### src/common/backlight_pkg.sv
package backlight_pkg;

  // ==========================================================
  // clock and time base
  localparam int unsigned CLK_HZ        = 40_000_000;
  localparam int unsigned MS_PER_SEC    = 1000;
  localparam int unsigned CYCLES_PER_MS = CLK_HZ / MS_PER_SEC;

  // ==========================================================
  // register indices (byte address is four times the index)
  localparam logic [5:0] IDX_CTRL    = 6'h00;
  localparam logic [5:0] IDX_MAX_CUR = 6'h01;
  localparam logic [5:0] IDX_DIM_CUR = 6'h02;
  localparam logic [5:0] IDX_STATUS  = 6'h03;
  localparam logic [5:0] IDX_SINK    = 6'h05;
  localparam logic [5:0] IDX_OFF     = 6'h06;
  localparam logic [5:0] IDX_DIM     = 6'h07;
  localparam logic [5:0] IDX_FADE    = 6'h08;

  // ==========================================================
  // field positions
  localparam int CTRL_ON_BIT  = 0;
  localparam int CODE_MSB     = 6;
  localparam int FADE_OUT_MSB = 7;
  localparam int FADE_OUT_LSB = 4;
  localparam int FADE_IN_MSB  = 3;
  localparam int FADE_IN_LSB  = 0;
  localparam int STAT_PH_LSB  = 8;
  localparam int STAT_SEC_LSB = 16;

  // ==========================================================
  // values after reset
  localparam logic [6:0] SINK_RST    = 7'h00;
  localparam logic [6:0] OFF_RST     = 7'h00;
  localparam logic [6:0] DIM_RST     = 7'h00;
  localparam logic [7:0] FADE_RST    = 8'h00;
  localparam logic [6:0] MAX_CUR_RST = 7'h7F;
  localparam logic [6:0] DIM_CUR_RST = 7'h20;

  // ==========================================================
  // fade timing, all for a full-scale swing of 127 codes
  localparam logic [6:0]  FULL_SCALE_CODE = 7'h7F;
  localparam logic [12:0] RAPID_FADE_MS   = 13'h0064;
  localparam logic [12:0] FADE_STEP_MS    = 13'h012C;
  localparam logic [12:0] FADE_LONG_MS    = 13'h0DAC;
  localparam logic [12:0] FADE_LONG_INC   = 13'h01F4;
  localparam logic [3:0]  FADE_LONG_FIRST = 4'hB;

  // ==========================================================
  // light phases
  typedef enum logic [1:0] {PH_OFF, PH_FULL, PH_DIM} phase_e;

endpackage

### src/hdl/step_timer.sv
`timescale 1ns/1ps
// ==========================================================
// period divider: one-cycle tick every PERIOD cycles
module step_timer (
  // clock and reset
  input  wire logic        clk,
  input  wire logic        rstn,
  // control
  input  wire logic        restart,
  input  wire logic [31:0] period,
  // event
  output logic             tick
);

  logic [31:0] cnt_r;
  logic [31:0] cnt_nxt;

  // count up, wrap at period; restart holds the phase at zero
  always_comb begin
    tick    = 1'b0;
    cnt_nxt = cnt_r + 32'h0000_0001;
    if (restart) begin
      cnt_nxt = 32'h0000_0000;
    end else if (cnt_r + 32'h0000_0001 >= period) begin
      tick    = 1'b1;
      cnt_nxt = 32'h0000_0000;
    end
  end

  always_ff @(posedge clk or negedge rstn) begin
    if (!rstn) begin
      cnt_r <= 32'h0000_0000;
    end else begin
      cnt_r <= cnt_nxt;
    end
  end

endmodule

### src/hdl/backlight_ctrl.sv
// The AHB-Lite slave port is this design's own decision.
`timescale 1ns/1ps
// Function
// - Sink select bits 6..0 (sink seven down to sink one) set to one make that sink independent.
// - A sink select bit at zero makes that sink follow the group enable and group current.
// - Off delay bits 6..0 give N seconds of delay, up to 127 seconds.
// - An off delay of zero disables the automatic turn-off.
// - Off expiry turns the light off; with dimming on, off counting starts after the dim expiry.
// - Dim delay bits 6..0 give N seconds, zero disables, expiry drops to the dim current.
// - Dim counting starts only once the current has reached the maximum.
// - Fade-out rate sits in bits 7..4; zero means a rapid change within about 100 ms.
// - A nonzero fade-out rate ramps down gradually to the dim or off level.
// - Codes 1..10 give 0.3 s per code; codes 11..15 give 3.5 s to 5.5 s in 0.5 s steps.
// - Times are for a full-scale swing; shorter swings keep the same rate.
// - Fade-in rate sits in bits 3..0; zero means a rapid rise within about 100 ms.
// - A nonzero fade-in rate ramps up to the maximum whenever the light is turned on.
// - Fade-in uses the same time encoding, referenced to a full-scale rise.
module backlight_ctrl #(
  parameter int unsigned MS_CYCLES  = backlight_pkg::CYCLES_PER_MS,
  parameter int unsigned SEC_CYCLES = backlight_pkg::CLK_HZ
) (
  // clock and reset
  input  wire logic        CLK,
  input  wire logic        RSTN,
  // ahb-lite slave
  input  wire logic        HSEL,
  input  wire logic [31:0] HADDR,
  input  wire logic [1:0]  HTRANS,
  input  wire logic        HWRITE,
  input  wire logic [2:0]  HSIZE,
  input  wire logic [31:0] HWDATA,
  input  wire logic        HREADY,
  output logic      [31:0] HRDATA,
  output logic             HREADYOUT,
  output logic             HRESP,
  // sink drive
  output logic      [6:0]  SINK_INDEPENDENT,
  output logic      [6:0]  SINK_GROUP_ON,
  output logic      [6:0]  GROUP_LEVEL
);

  // ==========================================================
  // declarations
  logic       wr_pend_r, wr_pend_nxt;
  logic [5:0] addr_r, addr_nxt;
  logic       addr_ok_r, addr_ok_nxt;
  logic [6:0] sink_sel_r, sink_sel_nxt;
  logic [6:0] off_secs_r, off_secs_nxt;
  logic [6:0] dim_secs_r, dim_secs_nxt;
  logic [7:0] fade_r, fade_nxt;
  logic       light_on_r, light_on_nxt;
  logic [6:0] max_code_r, max_code_nxt;
  logic [6:0] dim_code_r, dim_code_nxt;
  logic       on_write, off_write;

  backlight_pkg::phase_e phase_r, phase_nxt;
  logic [6:0]  level_r, level_nxt;
  logic [6:0]  secs_r, secs_nxt;
  logic [6:0]  target;
  logic [6:0]  sink_ind_r, sink_ind_nxt;
  logic [6:0]  sink_grp_r, sink_grp_nxt;
  logic        counting;
  logic [6:0]  limit;
  logic        sec_tick;
  logic        step_tick;
  logic        going_up;
  logic [3:0]  rate_code;
  logic [31:0] step_period;

  // ==========================================================
  // fade code to full-scale time in ms
  function automatic logic [12:0] fade_ms(input logic [3:0] code);
    logic [12:0] ms;
    ms = backlight_pkg::RAPID_FADE_MS;
    if (code == 4'h0) begin
      ms = backlight_pkg::RAPID_FADE_MS;
    end else if (code < backlight_pkg::FADE_LONG_FIRST) begin
      ms = 13'(backlight_pkg::FADE_STEP_MS * {9'h000, code});
    end else begin
      ms = 13'(backlight_pkg::FADE_LONG_MS + backlight_pkg::FADE_LONG_INC
            * {9'h000, 4'(code - backlight_pkg::FADE_LONG_FIRST)});
    end
    return ms;
  endfunction

  // ==========================================================
  // ahb-lite slave: zero wait states, always okay
  assign HREADYOUT = 1'b1;
  assign HRESP     = 1'b0;

  // decode of an accepted address phase; unmapped writes are dropped
  always_comb begin
    wr_pend_nxt = 1'b0;
    addr_nxt    = addr_r;
    addr_ok_nxt = addr_ok_r;
    if (HSEL && HREADY && HTRANS[1]) begin
      wr_pend_nxt = HWRITE;
      addr_nxt    = HADDR[7:2];
      addr_ok_nxt = (HADDR[31:8] == 24'h00_0000);
    end
  end

  always_ff @(posedge CLK or negedge RSTN) begin
    if (!RSTN) begin
      wr_pend_r <= 1'b0;
      addr_r    <= 6'h00;
      addr_ok_r <= 1'b0;
    end else begin
      wr_pend_r <= wr_pend_nxt;
      addr_r    <= addr_nxt;
      addr_ok_r <= addr_ok_nxt;
    end
  end

  // read mux from registered state; unmapped reads give zero
  always_comb begin
    HRDATA = 32'h0000_0000;
    if (addr_ok_r) begin
      case (addr_r)
        backlight_pkg::IDX_CTRL:    HRDATA = {31'h0000_0000, light_on_r};
        backlight_pkg::IDX_MAX_CUR: HRDATA = {25'h000_0000, max_code_r};
        backlight_pkg::IDX_DIM_CUR: HRDATA = {25'h000_0000, dim_code_r};
        backlight_pkg::IDX_STATUS: begin
          HRDATA[6:0] = level_r;
          HRDATA[backlight_pkg::STAT_PH_LSB +: 2]  = phase_r;
          HRDATA[backlight_pkg::STAT_SEC_LSB +: 7] = secs_r;
        end
        backlight_pkg::IDX_SINK: HRDATA = {25'h000_0000, sink_sel_r};
        backlight_pkg::IDX_OFF:  HRDATA = {25'h000_0000, off_secs_r};
        backlight_pkg::IDX_DIM:  HRDATA = {25'h000_0000, dim_secs_r};
        backlight_pkg::IDX_FADE: HRDATA = {24'h00_0000, fade_r};
        default:                 HRDATA = 32'h0000_0000;
      endcase
    end
  end

  // ==========================================================
  // configuration registers, written in the data phase
  always_comb begin
    sink_sel_nxt = sink_sel_r;
    off_secs_nxt = off_secs_r;
    dim_secs_nxt = dim_secs_r;
    fade_nxt     = fade_r;
    light_on_nxt = light_on_r;
    max_code_nxt = max_code_r;
    dim_code_nxt = dim_code_r;
    on_write     = 1'b0;
    off_write    = 1'b0;
    if (wr_pend_r && addr_ok_r) begin
      case (addr_r)
        backlight_pkg::IDX_CTRL: begin
          light_on_nxt = HWDATA[backlight_pkg::CTRL_ON_BIT];
          on_write     = HWDATA[backlight_pkg::CTRL_ON_BIT];
          off_write    = !HWDATA[backlight_pkg::CTRL_ON_BIT];
        end
        backlight_pkg::IDX_MAX_CUR: max_code_nxt = HWDATA[backlight_pkg::CODE_MSB:0];
        backlight_pkg::IDX_DIM_CUR: dim_code_nxt = HWDATA[backlight_pkg::CODE_MSB:0];
        // bit 7 of sink, off and dim is not stored, so it reads back as zero
        backlight_pkg::IDX_SINK: sink_sel_nxt = HWDATA[6:0];
        backlight_pkg::IDX_OFF:  off_secs_nxt = HWDATA[6:0];
        backlight_pkg::IDX_DIM:  dim_secs_nxt = HWDATA[6:0];
        backlight_pkg::IDX_FADE: fade_nxt     = HWDATA[7:0];
        default: begin
          sink_sel_nxt = sink_sel_r;
        end
      endcase
    end
  end

  always_ff @(posedge CLK or negedge RSTN) begin
    if (!RSTN) begin
      sink_sel_r <= backlight_pkg::SINK_RST;
      off_secs_r <= backlight_pkg::OFF_RST;
      dim_secs_r <= backlight_pkg::DIM_RST;
      fade_r     <= backlight_pkg::FADE_RST;
      light_on_r <= 1'b0;
      max_code_r <= backlight_pkg::MAX_CUR_RST;
      dim_code_r <= backlight_pkg::DIM_CUR_RST;
    end else begin
      sink_sel_r <= sink_sel_nxt;
      off_secs_r <= off_secs_nxt;
      dim_secs_r <= dim_secs_nxt;
      fade_r     <= fade_nxt;
      light_on_r <= light_on_nxt;
      max_code_r <= max_code_nxt;
      dim_code_r <= dim_code_nxt;
    end
  end

  // ==========================================================
  // time bases
  // ramp rate is picked by direction; a step is 1/127 of the full-scale time,
  // so a short swing takes proportionally less time at the same rate
  assign going_up  = (target > level_r);
  assign rate_code = going_up ? fade_r[backlight_pkg::FADE_IN_MSB:backlight_pkg::FADE_IN_LSB]
                              : fade_r[backlight_pkg::FADE_OUT_MSB:backlight_pkg::FADE_OUT_LSB];
  // the divide is by a constant, so it folds to a multiply network
  assign step_period = ({19'h0_0000, fade_ms(rate_code)} * MS_CYCLES)
                       / {25'h000_0000, backlight_pkg::FULL_SCALE_CODE};

  // seconds tick only runs while a delay is counting; an on write at full current clears the count but not the tick phase
  step_timer u_sec_timer (
    .clk     (CLK),
    .rstn    (RSTN),
    .restart (!counting),
    .period  (SEC_CYCLES),
    .tick    (sec_tick)
  );

  // ramp step timer idles at the target level
  step_timer u_step_timer (
    .clk     (CLK),
    .rstn    (RSTN),
    .restart (level_r == target),
    .period  (step_period),
    .tick    (step_tick)
  );

  // ==========================================================
  // light engine: phase, level ramp and delay counters
  always_comb begin
    case (phase_r)
      backlight_pkg::PH_FULL: target = max_code_r;
      backlight_pkg::PH_DIM:  target = dim_code_r;
      default:                target = 7'h00;
    endcase
  end

  // which delay is running: dim first, then off; dim waits for full current
  always_comb begin
    counting = 1'b0;
    limit    = off_secs_r;
    case (phase_r)
      backlight_pkg::PH_FULL: begin
        if (level_r == max_code_r) begin
          if (dim_secs_r != 7'h00) begin
            counting = 1'b1;
            limit    = dim_secs_r;
          end else begin
            counting = (off_secs_r != 7'h00);
            limit    = off_secs_r;
          end
        end
      end
      backlight_pkg::PH_DIM: begin
        counting = (off_secs_r != 7'h00);
        limit    = off_secs_r;
      end
      default: begin
        counting = 1'b0;
      end
    endcase
  end

  always_comb begin
    phase_nxt = phase_r;
    level_nxt = level_r;
    secs_nxt  = counting ? secs_r : 7'h00;
    // one level step per tick toward the target
    if (step_tick && level_r != target) begin
      level_nxt = going_up ? 7'(level_r + 7'h01) : 7'(level_r - 7'h01);
    end
    // delay expiry
    if (counting && sec_tick) begin
      if (7'(secs_r + 7'h01) == limit) begin
        secs_nxt = 7'h00;
        if (phase_r == backlight_pkg::PH_FULL && dim_secs_r != 7'h00) begin
          phase_nxt = backlight_pkg::PH_DIM;
        end else begin
          phase_nxt = backlight_pkg::PH_OFF;
        end
      end else begin
        secs_nxt = 7'(secs_r + 7'h01);
      end
    end
    // software writes override the timers
    if (on_write) begin
      phase_nxt = backlight_pkg::PH_FULL;
      secs_nxt  = 7'h00;
    end else if (off_write) begin
      phase_nxt = backlight_pkg::PH_OFF;
      secs_nxt  = 7'h00;
    end
  end

  always_ff @(posedge CLK or negedge RSTN) begin
    if (!RSTN) begin
      phase_r <= backlight_pkg::PH_OFF;
      level_r <= 7'h00;
      secs_r  <= 7'h00;
    end else begin
      phase_r <= phase_nxt;
      level_r <= level_nxt;
      secs_r  <= secs_nxt;
    end
  end

  // ==========================================================
  // sink routing, registered so outputs come from flops
  always_comb begin
    sink_ind_nxt = sink_sel_r;
    sink_grp_nxt = ~sink_sel_r & {7{level_nxt != 7'h00}};
  end

  always_ff @(posedge CLK or negedge RSTN) begin
    if (!RSTN) begin
      sink_ind_r <= 7'h00;
      sink_grp_r <= 7'h00;
    end else begin
      sink_ind_r <= sink_ind_nxt;
      sink_grp_r <= sink_grp_nxt;
    end
  end

  assign SINK_INDEPENDENT = sink_ind_r;
  assign SINK_GROUP_ON    = sink_grp_r;
  assign GROUP_LEVEL      = level_r;

endmodule

### config.mk
export PLATFORM = sky130hd
export DESIGN_NAME = backlight_ctrl
export DESIGN_NICKNAME = d
export VERILOG_FILES = /design/src/common/backlight_pkg.sv /design/src/hdl/step_timer.sv /design/src/hdl/backlight_ctrl.sv
export SDC_FILE = /design/constraint.sdc
export NUM_CORES = 1
export LEC_CHECK = 0
export BUFFER_PORTS_ARGS = -buffer_cell sky130_fd_sc_hd__buf_2
export CORE_MARGIN = 1.5
export CORE_UTILIZATION = 30
export DETAILED_ROUTE_END_ITERATION = 7
export PLACE_DENSITY = 0.42
export RECOVER_POWER = 25
export SYNTH_ARGS = -nofsm -noshare
export SYNTH_HDL_FRONTEND = slang
export SYNTH_SLANG_ARGS = --single-unit
### constraint.sdc
create_clock -name CLK -period 56.3 [get_ports CLK]
set_input_delay 2.815 -clock CLK [delete_from_list [all_inputs] [get_ports CLK]]
set_output_delay 2.815 -clock CLK [all_outputs]
set_load 0.03 [all_outputs]
# [After elaboration in Yosys (flattened, before gate mapping)]
# Index checks and enable logic that the tools add are counted.
# W data, S select, Z words.
[word_totals] ff_bits=146 in_bits=74 output_inout_bits=55 word_cells=111
[op_classes] add_sub_neg=7 multipliers=3 div=1 n_lt_le_gt_ge=4 eq_ne=14 mux=40 n_bitwise=2 n_reduce_logical=23
[ops] cell="$mux W32" n=4
[ops] cell="$mux W7" n=11
[ops] cell="$add A32 B1 Y32 const B" n=2
[ops] cell="$pmux W7 S8" n=1
[ops] cell="$div A29 B7 Y32 const B" n=1
[ops] cell="$ge A32 B26 Y1 const B" n=1
[ops] cell="$ge A32 B32 Y1" n=1
[ops] cell="$mux W13" n=2
[ops] cell="$logic_not A24 Y1" n=1
[ops] cell="$mul A13 B10 Y23 const B" n=1
[ops] cell="$mux W23" n=1
[ops] cell="$mul A7 B4 Y11 const A" n=2
[ops] cell="$eq A7 B7 Y1" n=3
[ops] cell="$reduce_bool A7 Y1" n=3
[ops] cell="$eq A6 B3 Y1 const B" n=3
[ops] cell="$reduce_and A2 Y1" n=8
[ops] cell="$add A7 B1 Y7 const B" n=2
[ops] cell="$pmux W7 S2" n=1
[ops] cell="$add A12 B13 Y13 const A" n=1
[ops] cell="$eq A6 B2 Y1 const B" n=2
[ops] cell="$mux W1" n=12
[ops] cell="$mux W2" n=6
[ops] cell="$and A7 B7 Y7" n=1
[ops] cell="$gt A7 B7 Y1" n=1
[ops] cell="17 further kinds" n=23

# [Logic depth before layout (Yosys ltp)]
[logic_depth] depth_word=18 depth_mapped=186 mapped_depth_nobuf=168

# [Modules after synthesis]
# From an unflattened synthesis, not the netlist that was laid out.
[unflattened] cells_unflattened=3073 area_unflattened_um2=23966.7
[by_module_without_submodules] mod="backlight_ctrl" n_inst=1 cells_per_inst=2543 area_per_inst_um2=19027.0 seq_area_each_um2=2062.0
[by_module_without_submodules] mod="step_timer" n_inst=2 cells_per_inst=265 area_per_inst_um2=2469.9 seq_area_each_um2=800.8

# [Worst setup path before layout]
# No wires, ideal clock.
[synth_path] path_type="register to register" start="register phase_r[0]" end="register sink_grp_r[0] (netlist: SINK_GROUP_ON[0])" setup_ps=155 arrival_time_ps=36871 t_required_ps=56145 path_slack_ps=19275 stages_incl_launch_ff=173 path_buffers=17 period_less_slack_ps=37025 path_cell_list="dfrtp_1 > inv_1 > ha_1 > clkbuf_1 > a22oi_1 > or2_2 > ha_1 > nand3_1 > o21ai_0 > mux2i_1 > nor3_1 > inv_1 > ha_1 > xor2_1 > inv_1 > fa_1 > inv_1 > fa_1 > [... 137 more ...] > nand2b_1 > a21oi_1 > nor2b_1 > o21ai_0 > nand2b_1 > a21oi_1 > nor2b_1 > o21ai_0 > nand2b_1 > a21oi_1 > or3b_2 > nand4_1 > nand2_1 > clkbuf_1 > o21ai_0 > nor4_1 > nor4b_1 > nor2_1"
[synth_via] elab_chain_cells=18 word_cells_on_any_way=25 cone_classes="add/sub (2); mul (3); div (1); order compare (3); eq/ne (4); mux (8); bitwise (1); reduce/logical (3)"
[synth_lines] element="from (decl)" line_no="backlight_ctrl.sv:56" source="backlight_pkg::phase_e phase_r, phase_nxt;"
[synth_lines] element="from (signal assigned)" line_no="backlight_ctrl.sv:288" source="phase_r <= backlight_pkg::PH_OFF;"
[synth_lines] element="from (signal assigned)" line_no="backlight_ctrl.sv:292" source="phase_r <= phase_nxt;"
[synth_lines] element="$eq A2 B2 Y1 or $eq A2 B1 Y1 (tied branches)" line_no="backlight_ctrl.sv:222" source="case (phase_r)"
[synth_lines] element="$pmux W7 S2 (*)" line_no="backlight_ctrl.sv:222"
[synth_lines] element="$gt A7 B7 Y1" line_no="backlight_ctrl.sv:194" source="assign going_up = (target > level_r);"
[synth_lines] element="$mux W4" line_no="backlight_ctrl.sv:195" source="assign rate_code = going_up ? fade_r[backlight_pkg::FADE_IN_MSB:backlight_pkg::FADE_IN_LSB]"
[synth_lines] element="$sub A4 B4 Y4" line_no="backlight_ctrl.sv:81" source="* {9'h000, 4'(code - backlight_pkg::FADE_LONG_FIRST)});"
[synth_lines] element="$mul A7 B4 Y11" line_no="backlight_ctrl.sv:81"
[synth_lines] element="$add A12 B13 Y13" line_no="backlight_ctrl.sv:80" source="ms = 13'(backlight_pkg::FADE_LONG_MS + backlight_pkg::FADE_LONG_INC"
[synth_lines] element="$mux W13" line_no="backlight_ctrl.sv:77" source="end else if (code < backlight_pkg::FADE_LONG_FIRST) begin"
[synth_lines] element="[... 4 more ...]"
[synth_lines] element="$mux W1" line_no="step_timer.sv:24" source="end else if (cnt_r + 32'h0000_0001 >= period) begin"
[synth_lines] element="$mux W1" line_no="step_timer.sv:22" source="if (restart) begin"
[synth_lines] element="$logic_and A1 B1 Y1" line_no="backlight_ctrl.sv:260" source="if (step_tick && level_r != target) begin"
[synth_lines] element="$mux W7 (*)" line_no="backlight_ctrl.sv:260"
[synth_lines] element="net level_nxt[4]" line_no="backlight_ctrl.sv:57" source="logic [6:0] level_r, level_nxt;"
[synth_lines] element="$reduce_bool A7 Y1 (*)" line_no="backlight_ctrl.sv:302" source="sink_grp_nxt = ~sink_sel_r & {7{level_nxt != 7'h00}};"
[synth_lines] element="$and A7 B7 Y7 (*)" line_no="backlight_ctrl.sv:302"
[synth_lines] element="net sink_grp_nxt[0]" line_no="backlight_ctrl.sv:61" source="logic [6:0] sink_grp_r, sink_grp_nxt;"
[synth_lines] element="to (signal assigned)" line_no="backlight_ctrl.sv:311" source="sink_grp_r <= sink_grp_nxt;"
[synth_lines] element="to (decl)" line_no="backlight_ctrl.sv:61"
# Mark *: on every way through the listed nets, which the timed path passes. The rest lies on a longest branch.
# A chain may end at the register's enable or synchronous reset.

# [Worst setup path in the final report]
[layout_path] start="register phase_r[1]" end="register sink_grp_r[0] (netlist: SINK_GROUP_ON[0])"
# The elaborated chain is that of the path after synthesis.

==> impl_results.md <==
- Status: complete, but fails checks
- Failing checks: capacitance limit, slew limit
- Std cell rows: 103
- Largest cells by area after synthesis: dfrtp_1 (14%), ha_1 (7.6%), xnor2_1 (5.8%)
- Final Hold Vio Count: 0
- Slowest stage delay, CP: 0.83 ns
- Total grt overflow: 0
- Vias/cell: 5.69
- Predominant post-synthesis flop cell: dfrtp_1
- Largest family of logic cells by synthesized area: simple AND/OR/NAND/NOR gates
- Simple-gate share of the synthesized area: 0.293
- Worst Reg2Reg Path Length in Cells: 165
- DRT Wirelength: 79100 um
- Synthesized area: 23900 um2
- DRC errors left: 0
- Initial antenna violation count: 0
- Biggest regs: u_sec_timer.cnt_r (32), u_step_timer.cnt_r (32), fade_r (8)
- WHS Endpoint: SINK_INDEPENDENT[6]$_DFF_PN0_
- Via Count: 23917
- I/O Buffers: 81
- Final Cycle Share: 0.818
- CTS Buffer Depth: 2
- DR WL/cell: 18.8 um
- Drt pass-1 iters: 6
- Sequential element share of the synthesized area: 0.153
- Nets@finish: 3386
- Seq. cell area: 3660 um2
- Max Clock Freq: 21.7 MHz
- RSZ-0062 raised after global routing: false
- Boundary Pins: 129
- Die Area: 81400 um2
- Routability cong.: 0.867
- Synth cell count leaders: nand2_1 (273), nor2_1 (237), xnor2_1 (158), nand3_1 (156), a21oi_1 (151)
- Sink Count: 146
- GRT Total Usage: 0.189
- Number of flops mapped to enable cells by yosys: 0
- Clock root buffer: clkbuf_16
- Top cell type's share of synthesized area: 0.144
- Most frequent cell after synthesis: nand2_1
- Setup total negative slack: 0 ns
- Worst slew pin tran: 4.82 ns
- XOR/XNOR Fraction of Synth Area: 0.0869
- # Max-Cap Violations: 1
- Post-CTS sizing: 0
- CP max stage cell: a31oi_1
- Crit start category: flop
- Largest net degree at the start of global routing: 85
- Core box area: 78900 um2
- Synth async-reset ratio: 1.00
- Worst R2R End: SINK_GROUP_ON[0]$_DFF_PN0_
- Worst Path Buf+Inv: 21
- Multi-input combinational cell area: 19200 um2
- Synth Register Bits: 146
- Final min period: 46.04 ns
- CTS tree: built
- Launch point of the worst reg-to-reg path: phase_r[1]$_DFFE_PN0P_
- CP Class: reg2reg
- Post-CTS setup repair buffer count: 0
- Post-synth top area cell: dfrtp_1
- CP Max Fanout: 18
- CP top delay family: simple AND/OR/NAND/NOR gates
- Clock slew at reported path FFs: 0.07 ns
- Final HPWL DP: 63400 um
- Vias in the first global route: 23238
- Share of cells above drive strength 1: 0.111
- Hold Path Stages: 0
- Area grow syn2layout: 8.49%
- Cell mode on critical path: ha_1
- Multiplexer share of the synthesized area: 0.0526
- First-pass GRT wire length: 128000 um
- Max-slew headroom: -2.21
- CTS Buf Count: 17
- Worst Path Arrival: 46.36 ns
- H-tree depth: 4
- Post-synthesis compound-gate area fraction: 0.265
- Die Y: 285 um
- Distinct cells, synth: 145
- Initial Util: 0.303
- Final antenna-violating net count: 0
- Crit path capture type: flop
- Yosys warnings: 0
- Synth Area per Inst: 7.71 um2
- Worst Clk Skew: 0.0133 ns
- Worst hold path type: reg2reg
- Mapped Cells: 3103
- Antenna fix cells: 0
- Hold-fix buffers, CTS: 0
- Critical path required time: 56.62 ns
- Hold slack final: 0.451 ns
- R2R Setup Slk: 10.26 ns
- Starting DRT DRC Count: 1492
- Fillers: 8463
- Adder and majority gate portion of the synthesized area: 0.101
- Clk_lat worst skew: 0.44 ns
- Die Wd: 285 um
- Hold Startpoint: sink_ind_nxt[6]$_DFFE_PN0P_
- # setup viols final: 0
- Fin. max-slew vios: 85
metrics by stage:
| stage | cells | worst slack, ns | utilization | instance area (um2) |
|---|---|---|---|---|
| after global routing | 4201 | 6.09 | 0.329 | 25900 |
| after floorplan | 3133 | 19.27 | - | 24000 |
| after CTS | 4201 | 10.17 | 0.329 | 26000 |
| after global placement | 4169 | 10.69 | 0.321 | 25300 |
| after detailed placement | 4169 | 10.42 | 0.321 | 25300 |
| final | 4201 | 10.26 | 0.329 | 25900 |
how the worst max path moves through the flow:
stage | start | endpoint | slack, ns | depth (start not counted)
4_1_cts | phase_r[1]$_DFFE_PN0P_ | SINK_GROUP_ON[0]$_DFF_PN0_ | 10.17 | 165
5_1_grt | phase_r[0]$_DFFE_PN0P_ | SINK_GROUP_ON[0]$_DFF_PN0_ | 6.09 | 162
2_1_floorplan | phase_r[0]$_DFFE_PN0P_ | SINK_GROUP_ON[0]$_DFF_PN0_ | 19.27 | 172
3_5_place_dp | phase_r[1]$_DFFE_PN0P_ | SINK_GROUP_ON[0]$_DFF_PN0_ | 10.42 | 165
6_report | phase_r[1]$_DFFE_PN0P_ | SINK_GROUP_ON[0]$_DFF_PN0_ | 10.26 | 165
3_3_place_gp | phase_r[0]$_DFFE_PN0P_ | SINK_GROUP_ON[1]$_DFF_PN0_ | 10.69 | 165
kinds of logic after synthesis:
logic type | count (synthesis)
compound gates | 860
xor+xnor | 234
fa+ha+maj | 175
buf+inv | 269
flops | 146
mux | 115
other cells | 2
simple gates | 1302
cells in the final DEF (no fill, tap or decap), types with 22 or more instances in the layout:
cell	instances
ha_1	145
nor3_1	100
nor2_1	237
a21oi_1	151
xor2_1	73
o211ai_1	49
and3_1	78
o21a_1	30
buf_4	24
and2_1	44
or4_1	22
buf_2	73
nor2b_1	56
dfrtp_1	138
a211oi_1	40
or3_1	38
nand4_1	48
nand2b_1	54
conb_1	32
a31oi_1	50
nor4_1	42
nand3_1	156
o21ai_1	34
o21ai_0	110
a22oi_1	38
a21o_1	33
nand2_1	273
mux2_2	69
xnor2_1	158
fa_1	29
mux2i_1	41
inv_1	135
layer usage:
metal / vias to the layer above / global-route usage / share of wire
met5: - / 0 / 0
met4: 0 / 0.0431 / 0.019
met3: 91 / 0.0263 / 0.045
met2: 615 / 0.309 / 0.46
met1: 11481 / 0.263 / 0.48
li1: 11730 / - / -
worst register-to-register path, delay by kind of cell, from the launching register on:
| kind | cells | cell delay (ns) |
|---|---|---|
| AOI/OAI and AO/OA | 52 | 15.54 |
| xor gates and xnor gates | 7 | 2.07 |
| buffers and inverters | 21 | 3.94 |
| muxes | 3 | 1.26 |
| adders and majority gates | 17 | 6.31 |
| and+or+nand+nor | 65 | 16.34 |
| DFF | 1 | 0.43 |
layout make-up:
type / count / area share
clock buffer: 17 / 0.0164
tap: 1050 / 0.0506
inverter: 150 / 0.0217
timing repair buffer: 105 / 0.0222
clock inverter: 15 / 0.00704
sequential: 146 / 0.141
multi-input combinational: 2718 / 0.741
Power is left out: the tool's default activity adds up to more than one toggle a clock period on the data nets, which glitch-free logic cannot reach.
